File: config.mk
export PLATFORM = sky130hd
export DESIGN_NAME = ext_irq_sfr
export DESIGN_NICKNAME = d
export VERILOG_FILES = /design/src/ext_irq_pkg.sv /design/src/ext_irq_sfr.sv /design/src/pin_edge_detect.sv
export SDC_FILE = /design/constraint.sdc
export NUM_CORES = 1
export LEC_CHECK = 0
export ABC_AREA = 1
export BUFFER_PORTS_ARGS = -buffer_cell sky130_fd_sc_hd__buf_2
export CAP_MARGIN = 20
export CORE_ASPECT_RATIO = 0.5
export CORE_MARGIN = 2
export CORE_UTILIZATION = 25
export DETAILED_ROUTE_END_ITERATION = 8
export PLACE_DENSITY = 0.47
export REMOVE_ABC_BUFFERS = 1
export SETUP_SLACK_MARGIN = 0.1
export SYNTH_ARGS = -nofsm -noshare
export SYNTH_HDL_FRONTEND = slang
export SYNTH_SLANG_ARGS = --single-unit
File: constraint.sdc
create_clock -name ref_clk_in -period 1.2 [get_ports ref_clk_in]
set_input_delay 0.06 -clock ref_clk_in [delete_from_list [all_inputs] [get_ports ref_clk_in]]
set_output_delay 0.06 -clock ref_clk_in [all_outputs]
set_load 0.1 [all_outputs]
File: src/ext_irq_pkg.sv
// Constants shared by the extended interrupt register unit and its pin edge detector.
// Assumes a single core clock and an active-low asynchronous reset in every user.
//
// Functional notes
// [RQ1] Timer 2 count low byte at address cch, read/write, resets to 00.
// [RQ2] Timer 2 count high byte at address cdh, read/write, resets to 00.
// [RQ3] Source flag register at 91h resets to 08; top nibble writable, low nibble read-only.
// [RQ4] Falling edge on active-low source 5 pin sets flag bit 7.
// [RQ5] Rising edge on source 4 pin sets flag bit 6.
// [RQ6] Falling edge on active-low source 3 pin sets flag bit 5.
// [RQ7] Rising edge on source 2 pin sets flag bit 4.
// [RQ8] Hardware never clears source flags; software clears each by writing zero.
// [RQ9] Software writing one to a source flag raises its request when enabled.
// [RQ10] Extended control register at d8h resets to 40; bits 7-4 writable, 3-0 read-only. The unit holds bit 6 at one and ignores writes to it.
// [RQ11] Control bit 7 set doubles the second serial port baud rate.
// [RQ12] Control bit 5 gates power-fail requests; zero suppresses, one allows.
// [RQ13] Control bit 4 is the power-fail flag, set by a power-fail pin event.
// [RQ14] Power-fail request stays pending while its flag is set; software must clear it.
// [RQ15] Software writing one to the power-fail flag raises a request when enabled.
// [RQ16] Enable register at e8h resets to e0; top nibble read-only, low nibble writable.
// [RQ17] Enable bits 3 to 0 enable sources 5, 4, 3, 2 respectively.
// [RQ18] Enable bits 7-5 read one; bit 4 reads zero and ignores writes.
// [RQ19] Timer 2 overflow flag is set when the 16-bit count rolls over from ffff.
// [RQ20] Each source request is high exactly while its flag and enable are both one.
// [RQ21] Pin edges come from synchronized samples compared on successive clocks, once per edge.

package ext_irq_pkg;

  // ------------------------------------------------------------------
  // Register addresses
  // ------------------------------------------------------------------
  localparam logic [7:0] ADDR_SOURCE_FLAGS   = 8'h91;
  localparam logic [7:0] ADDR_COUNT_LOW      = 8'hcc;
  localparam logic [7:0] ADDR_COUNT_HIGH     = 8'hcd;
  localparam logic [7:0] ADDR_EXT_CONTROL    = 8'hd8;
  localparam logic [7:0] ADDR_SOURCE_ENABLES = 8'he8;

  // ------------------------------------------------------------------
  // Values after reset
  // ------------------------------------------------------------------
  localparam logic [7:0]  RESET_SOURCE_FLAGS   = 8'h08;
  localparam logic [7:0]  RESET_COUNT_LOW      = 8'h00;
  localparam logic [7:0]  RESET_COUNT_HIGH     = 8'h00;
  localparam logic [7:0]  RESET_EXT_CONTROL    = 8'h40;
  localparam logic [7:0]  RESET_SOURCE_ENABLES = 8'he0;
  localparam logic [7:0]  UNMAPPED_READ        = 8'h00;
  localparam logic [15:0] COUNT_ROLLOVER       = 16'hffff;

  // ------------------------------------------------------------------
  // Field positions
  // ------------------------------------------------------------------
  localparam int FLAG_FIELD_LSB    = 4;  // Source flags in bits 7:4.
  localparam int ENABLE_FIELD_LSB  = 0;  // Source enables in bits 3:0.
  localparam int BAUD_DOUBLER_BIT  = 7;
  localparam int PF_ENABLE_BIT     = 5;
  localparam int PF_FLAG_BIT       = 4;
  localparam logic [3:0] FLAGS_FIXED_LOW    = 4'h8;  // Bit 3 reads one, 2-0 zero.
  localparam logic [3:0] CONTROL_FIXED_LOW  = 4'h0;
  localparam logic [3:0] ENABLES_FIXED_HIGH = 4'he;  // Bits 7-5 one, bit 4 zero.
  localparam logic       CONTROL_FIXED_BIT6 = 1'b1;

  // ------------------------------------------------------------------
  // Pin vector layout inside the unit
  // ------------------------------------------------------------------
  localparam int PIN_COUNT   = 5;
  localparam int PIN_SRC2    = 0;
  localparam int PIN_SRC3    = 1;
  localparam int PIN_SRC4    = 2;
  localparam int PIN_SRC5    = 3;
  localparam int PIN_PF      = 4;
  localparam logic [4:0] PIN_RESET_LEVEL = 5'h0a;  // Idle level: active-low pins high.

endpackage

File: src/ext_irq_sfr.sv
// Extended interrupt register unit: source flags, enables, extended control and
// the Timer 2 count bytes, reached over the core's special-function register port.
// Assumes the core drives address, strobes and write data synchronously to ref_clk_in,
// and that the Timer 2 prescaler outside supplies a one-cycle count tick.

`timescale 1ns/1ps
`default_nettype none

module ext_irq_sfr
  import ext_irq_pkg::*;
(
  input  wire logic        ref_clk_in,
  input  wire logic        resetn_in,
  input  wire logic [7:0]  sfr_addr_in,
  input  wire logic        sfr_wr_in,
  input  wire logic        sfr_rd_in,
  input  wire logic [7:0]  sfr_wdata_in,
  output logic      [7:0]  sfr_rdata_out,
  input  wire logic        source5_request_pin_low_in,
  input  wire logic        source4_request_pin_in,
  input  wire logic        source3_request_pin_low_in,
  input  wire logic        source2_request_pin_in,
  input  wire logic        power_fail_pin_in,
  input  wire logic        timer2_tick_in,
  output logic             source5_irq_out,
  output logic             source4_irq_out,
  output logic             source3_irq_out,
  output logic             source2_irq_out,
  output logic             power_fail_irq_out,
  output logic             serial1_baud_doubler_out,
  output logic      [15:0] timer2_count_bits_out,
  output logic             timer2_overflow_flag_out
);
  import ext_irq_pkg::*;

  // ------------------------------------------------------------------
  // State
  // ------------------------------------------------------------------
  // Flag and enable nibbles are ordered 5,4,3,2 from bit 3 down to bit 0.
  typedef struct packed {
    logic [3:0]  source_flags;
    logic [3:0]  source_enables;
    logic        serial1_baud_doubler;
    logic        power_fail_enable;
    logic        power_fail_flag;
    logic [15:0] count;
    logic        overflow;
    logic [7:0]  rdata;
  } sfr_state_t;

  sfr_state_t           state_ff;
  sfr_state_t           nxt_state;
  logic [PIN_COUNT-1:0] pins;
  logic [PIN_COUNT-1:0] rise;
  logic [PIN_COUNT-1:0] fall;
  logic [3:0]           source_events;
  logic                 power_fail_event;
  logic [3:0]           irq_vector;

  // Address match shared by the write and read paths.
  function automatic logic addr_hit(input logic [7:0] addr, input logic [7:0] target);
    addr_hit = (addr == target);
  endfunction

  // ------------------------------------------------------------------
  // Pin edges
  // ------------------------------------------------------------------
  assign pins[PIN_SRC2] = source2_request_pin_in;
  assign pins[PIN_SRC3] = source3_request_pin_low_in;
  assign pins[PIN_SRC4] = source4_request_pin_in;
  assign pins[PIN_SRC5] = source5_request_pin_low_in;
  assign pins[PIN_PF]   = power_fail_pin_in;

  pin_edge_detect u_pin_edge_detect (
    .ref_clk_in (ref_clk_in),
    .resetn_in  (resetn_in),
    .pins_in    (pins),
    .rise_out   (rise),
    .fall_out   (fall)
  );

  // Active-low sources fire on falling edges, the others on rising edges.
  assign source_events[3] = fall[PIN_SRC5];  // [RQ4]
  assign source_events[2] = rise[PIN_SRC4];  // [RQ5]
  assign source_events[1] = fall[PIN_SRC3];  // [RQ6]
  assign source_events[0] = rise[PIN_SRC2];  // [RQ7]
  assign power_fail_event = rise[PIN_PF];

  // ------------------------------------------------------------------
  // Next-state logic
  // ------------------------------------------------------------------
  // A pin event in the same cycle as a software clear wins, so no edge is lost.
  // The read image is taken before the same-cycle write lands.
  always_comb begin
    nxt_state          = state_ff;
    nxt_state.overflow = 1'b0;

    // Source flags: writable, set by pins, cleared only by software.
    if (sfr_wr_in && addr_hit(sfr_addr_in, ADDR_SOURCE_FLAGS)) begin  // [RQ3]
      nxt_state.source_flags = sfr_wdata_in[FLAG_FIELD_LSB +: 4];  // [RQ8] [RQ9]
    end
    nxt_state.source_flags = nxt_state.source_flags | source_events;

    // Extended control: bits 7,5,4 held; bit 6 and low nibble fixed.
    if (sfr_wr_in && addr_hit(sfr_addr_in, ADDR_EXT_CONTROL)) begin  // [RQ10]
      nxt_state.serial1_baud_doubler = sfr_wdata_in[BAUD_DOUBLER_BIT];
      nxt_state.power_fail_enable    = sfr_wdata_in[PF_ENABLE_BIT];
      nxt_state.power_fail_flag      = sfr_wdata_in[PF_FLAG_BIT];  // [RQ15]
    end
    nxt_state.power_fail_flag = nxt_state.power_fail_flag | power_fail_event;  // [RQ13]

    // Enables: only the low nibble stores; bit 4 ignores writes.
    if (sfr_wr_in && addr_hit(sfr_addr_in, ADDR_SOURCE_ENABLES)) begin  // [RQ16]
      nxt_state.source_enables = sfr_wdata_in[ENABLE_FIELD_LSB +: 4];  // [RQ17]
    end

    // Timer 2 count: a byte write overrides the tick for that byte.
    if (timer2_tick_in) begin
      nxt_state.count    = state_ff.count + 16'h0001;
      nxt_state.overflow = (state_ff.count == COUNT_ROLLOVER);  // [RQ19]
    end
    if (sfr_wr_in && addr_hit(sfr_addr_in, ADDR_COUNT_LOW)) begin
      nxt_state.count[7:0] = sfr_wdata_in;  // [RQ1]
    end
    if (sfr_wr_in && addr_hit(sfr_addr_in, ADDR_COUNT_HIGH)) begin
      nxt_state.count[15:8] = sfr_wdata_in;  // [RQ2]
    end

    // Read image, registered so read data comes from a flip-flop.
    if (sfr_rd_in) begin
      if (addr_hit(sfr_addr_in, ADDR_SOURCE_FLAGS)) begin
        nxt_state.rdata = {state_ff.source_flags, FLAGS_FIXED_LOW};  // [RQ3]
      end else if (addr_hit(sfr_addr_in, ADDR_EXT_CONTROL)) begin
        nxt_state.rdata = {state_ff.serial1_baud_doubler, CONTROL_FIXED_BIT6,
                           state_ff.power_fail_enable, state_ff.power_fail_flag,
                           CONTROL_FIXED_LOW};  // [RQ10]
      end else if (addr_hit(sfr_addr_in, ADDR_SOURCE_ENABLES)) begin
        nxt_state.rdata = {ENABLES_FIXED_HIGH, state_ff.source_enables};  // [RQ18]
      end else if (addr_hit(sfr_addr_in, ADDR_COUNT_LOW)) begin
        nxt_state.rdata = state_ff.count[7:0];  // [RQ1]
      end else if (addr_hit(sfr_addr_in, ADDR_COUNT_HIGH)) begin
        nxt_state.rdata = state_ff.count[15:8];  // [RQ2]
      end else begin
        nxt_state.rdata = UNMAPPED_READ;
      end
    end
  end

  // ------------------------------------------------------------------
  // State register
  // ------------------------------------------------------------------
  always_ff @(posedge ref_clk_in or negedge resetn_in) begin
    if (!resetn_in) begin
      state_ff <= '{source_flags:         RESET_SOURCE_FLAGS[7:4],
                    source_enables:       RESET_SOURCE_ENABLES[3:0],
                    serial1_baud_doubler: RESET_EXT_CONTROL[BAUD_DOUBLER_BIT],
                    power_fail_enable:    RESET_EXT_CONTROL[PF_ENABLE_BIT],
                    power_fail_flag:      RESET_EXT_CONTROL[PF_FLAG_BIT],
                    count:                {RESET_COUNT_HIGH, RESET_COUNT_LOW},
                    overflow:             1'b0,
                    rdata:                UNMAPPED_READ};
    end else begin
      state_ff <= nxt_state;
    end
  end

  // ------------------------------------------------------------------
  // Outputs
  // ------------------------------------------------------------------
  // Requests are levels: the core keeps seeing one until software clears the flag,
  // which is why an unserviced flag re-enters the handler.
  assign irq_vector               = state_ff.source_flags & state_ff.source_enables;  // [RQ20]
  assign source5_irq_out          = irq_vector[3];
  assign source4_irq_out          = irq_vector[2];
  assign source3_irq_out          = irq_vector[1];
  assign source2_irq_out          = irq_vector[0];
  assign power_fail_irq_out       = state_ff.power_fail_flag &
                                    state_ff.power_fail_enable;  // [RQ12] [RQ14]
  assign serial1_baud_doubler_out = state_ff.serial1_baud_doubler;  // [RQ11]
  assign timer2_count_bits_out    = state_ff.count;
  assign timer2_overflow_flag_out = state_ff.overflow;
  assign sfr_rdata_out            = state_ff.rdata;
endmodule

`default_nettype wire

File: src/pin_edge_detect.sv
// Pin synchronizer and edge detector for the external request pins.
// Assumes pins are asynchronous to ref_clk_in; outputs are one-cycle pulses on that clock.

`timescale 1ns/1ps
`default_nettype none

module pin_edge_detect
  import ext_irq_pkg::*;
(
  input  wire logic                 ref_clk_in,
  input  wire logic                 resetn_in,
  input  wire logic [PIN_COUNT-1:0] pins_in,
  output logic      [PIN_COUNT-1:0] rise_out,
  output logic      [PIN_COUNT-1:0] fall_out
);
  import ext_irq_pkg::*;

  typedef struct packed {
    logic [PIN_COUNT-1:0] meta;
    logic [PIN_COUNT-1:0] stage2;
    logic [PIN_COUNT-1:0] stage3;
    logic [PIN_COUNT-1:0] level;
    logic [PIN_COUNT-1:0] rise;
    logic [PIN_COUNT-1:0] fall;
  } edge_state_t;

  edge_state_t state_ff;
  edge_state_t nxt_state;

  // ------------------------------------------------------------------
  // Edge qualification
  // ------------------------------------------------------------------
  // The first stage feeds only the second. A level change is accepted once stages two
  // and three agree, so a glitch of one sample never produces an edge.
  always_comb begin
    nxt_state        = state_ff;
    nxt_state.meta   = pins_in;
    nxt_state.stage2 = state_ff.meta;
    nxt_state.stage3 = state_ff.stage2;
    for (int i = 0; i < PIN_COUNT; i++) begin
      nxt_state.rise[i] = 1'b0;
      nxt_state.fall[i] = 1'b0;
      if (state_ff.stage2[i] == state_ff.stage3[i] &&
          state_ff.stage3[i] != state_ff.level[i]) begin  // [RQ21]
        nxt_state.level[i] = state_ff.stage3[i];
        nxt_state.rise[i]  = state_ff.stage3[i];
        nxt_state.fall[i]  = ~state_ff.stage3[i];
      end
    end
  end

  // Reset loads the idle level so no edge fires when reset is released.
  always_ff @(posedge ref_clk_in or negedge resetn_in) begin
    if (!resetn_in) begin
      state_ff <= '{meta: PIN_RESET_LEVEL, stage2: PIN_RESET_LEVEL, stage3: PIN_RESET_LEVEL,
                    level: PIN_RESET_LEVEL, rise: '0, fall: '0};
    end else begin
      state_ff <= nxt_state;
    end
  end

  assign rise_out = state_ff.rise;
  assign fall_out = state_ff.fall;

endmodule

`default_nettype wire

==> flow_summary.ini <==
[status]
outcome = finished, violations left
violations = setup timing

[worst_setup_path]
worstPathMaxFanout = 5
reg2reg_depth = 7
critical_path.endpoint_type = output port
r2r_end = timer2_count_bits_out[12]
crit_arrival_ps = 1220
required_ps = 1140
crit_type = reg -> out
startpoint = timer2_count_bits_out[1]
cp-start-kind = flop
r2r_start = timer2_count_bits_out[5]
reg2reg_slack_ps = -60
crit_end = timer2_count_bits_out[1]

[sta]
setup_ws_ps = -76.73
fmax_ghz = 0.7833
setup_viol = 11
finalHoldViolCount = 0
finalMaxSlewViolations = 0
fin_crit_ps = 1277
rsz0062_at_grt = yes
tightest_slew_ps = 308.5
skew_ps = 5.626
timing.slew.headroom = 0.7936
period_share = 1.064

[global_routing]
track_usage = 0.1452
grt_pass1_wl_um = 15940
grt_overflow = 0
grt_pass1_vias = 2956
antenna_found_initial = 0
grt_max_degree = 37

[layout]
syn2layout_area_growth_pct = 56.71
fin_area_um2 = 5172
fillCellCount = 1283
postLayoutCoreUtil = 0.4050
fin_nets = 559
n_antenna_cell = 0
multi_input_area_um2 = 1623
register_area_um2 = 1548
layout-drive-gt1-share = 0.4451

[clocking]
clock_path_buffers = 2
clockRootBuffer = clkbuf_16
cts_num_sinks = 61
worstSkewPairLatency_ps = 330
cts_tree = done
cts-buffers-inserted = 9
clk_pin_slew_ps = 60
htreeDepth = 3

[synth]
async_flop_share = 1.000
synth_edf_count = 0
synth.distinct_cells = 33
syn-cell-area_um2 = 3301
synth_top_area_share = 0.4018
syn_inst = 416
ys_seq_area_frac = 0.4655
synthTopCellsByCount = nand2_1, nand3_1, dfrtp_1
synth-seq-cells = 61
ys.flop_type = dfrtp_1
yosysMostFrequentCell = nand2_1
ys_top_cells_by_area = dfrtp_1, nand2_1, nand3_1
ys_warn_count = 0
synth_top_area_cell = dfrtp_1
avgSynthCellArea_um2 = 7.934

[die]
die_w_um = 166.5
fp.dieH_um = 85.25
fp.coreArea_um2 = 12770
start_util = 0.2584
dieArea_um2 = 14190
rows = 29
pin_count = 57

[drt]
wl_per_cell_um = 14.22
wl_met3_um = 451
m1WireLength_um = 4823
dr.pass1.iters = 4
wl_um = 10050
via_per_inst = 4.352
drtIter0Drc = 187
vias = 3077
top_layer_used = met4
wl_met2_um = 4626
drc_errors = 0
final_antenna_net_count = 0

[placement]
dpl.hpwl_um = 7242
placed_cell_area_um2 = 4263
globalplace.congestion = 0.8445
port_buffers = 56

[power_and_ir_drop]
peakVddDrop_v = 0.0007239
p_clk_frac = 0.327
seqPwrFrac = 0.309
p_int_w = 0.005190
p_sw_frac = 0.3667
p_per_area_nw_per_um2 = 1585
pwr-share-comb = 0.364
power.leakage_nw = 2.581
power.switching_w = 0.003006

[job]
drv_cap = 0

[hold_path]
min_path_cells = 3
hold_path_class = in -> reg
[repair_timing]
action                                 in CTS  in global routing
setup buffers                              21                 12
endpoints found under the hold margin      60                  0
resized for setup                          68                 42
hold buffers                                6                  0
setup endpoints to repair                  45                 41
pin swaps                                  19                 26
[layer usage]
metal  track usage  vias to the layer above
met3       0.03358                       14
met1        0.2010                     1464
met5             0                        -
met4       0.04310                        0
li1              -                     1538
met2        0.2276                       61
[sequential cells by signal, indices dropped and copies added (netlist names)]
register,cells
state_ff,10
u_pin_edge_detect.state_ff,10
u_pin_edge_detect.rise_out,3
u_pin_edge_detect.nxt_state,10
u_pin_edge_detect.fall_out,2
serial1_baud_doubler_out,1
timer2_count_bits_out,16
timer2_overflow_flag_out,1
sfr_rdata_out,8
[per-stage QoR]
stage	cells	total power [W]	hold slack [ps]	setup slack, ps	TNS (ps)
CTS	701	0.008079	6.907	-40.66	-153.4
detailed placement	659	0.004989	-25.57	-131.4	-858.6
finish	707	0.008196	9.848	-76.73	-427.9
global placement	659	0.004987	-25.59	-90.76	-651.1
floorplan	390	0.003782	-235.6	-793.4	-11590
global route	707	0.008514	11.74	-164.9	-1435
[kinds of logic (layout without fill, tap and decap cells)]
kind of cell | count (synthesis) | count (layout) | synth area share
compound gates | 31 | 31 | 0.05231
xor+xnor | 5 | 5 | 0.01327
fa+ha+maj | 1 | 1 | 0.003790
buf+inv | 69 | 190 | 0.1084
flops | 61 | 61 | 0.4655
simple gates | 249 | 249 | 0.3567
[worst min path at each step]
stage               slack [ps]                         endpoint             from
finish                      10         timer2_count_bits_out[3]  sfr_wdata_in[3]
CTS                          7         timer2_count_bits_out[3]  sfr_wdata_in[3]
floorplan                 -240         serial1_baud_doubler_out        resetn_in
detailed placement         -30  u_pin_edge_detect.nxt_state[17]        resetn_in
global placement           -30  u_pin_edge_detect.nxt_state[17]        resetn_in
global route                10                     state_ff[28]  sfr_wdata_in[0]
[worst max-delay path, cell delays in order (launching register included)]
cell	delay, ps
dfrtp_2	450
buf_4	150
buf_6	120
buf_12	150
[power groups by stage]
stage | combinational, W | clock (W) | sequential [W]
global route | 0.00312 | 0.00284 | 0.00256
CTS | 0.00282 | 0.00274 | 0.00252
detailed placement | 0.00249 | 0 | 0.00250
finish | 0.00298 | 0.00268 | 0.00253
global placement | 0.00250 | 0 | 0.00249
floorplan | 0.000465 | 0 | 0.00332
[cells in the final DEF, fill, tap and decap left out, types with 6 or more instances in the layout]
cell type,n
a21oi_1,7
buf_12,23
buf_2,25
buf_4,51
buf_6,26
clkbuf_16,9
dfrtp_1,44
dfrtp_2,9
dfstp_2,8
dlygate4sd3_1,6
inv_1,26
inv_2,16
nand2_1,119
nand2_2,12
nand2_4,7
nand3_1,35
nand3_2,20
nor2_1,27
nor2_2,7
nor2_4,7
o21ai_0,15
[cell type report]
class / count / share of cell area
clock buffers: 9 / 0.04354
clock inverters: 7 / 0.01572
inverters: 43 / 0.03120
multi-input cells: 286 / 0.3137
flip-flops and latches: 61 / 0.2992
well taps: 170 / 0.04112
repair buffers: 131 / 0.2554
(Power assumes the default switching activity.)
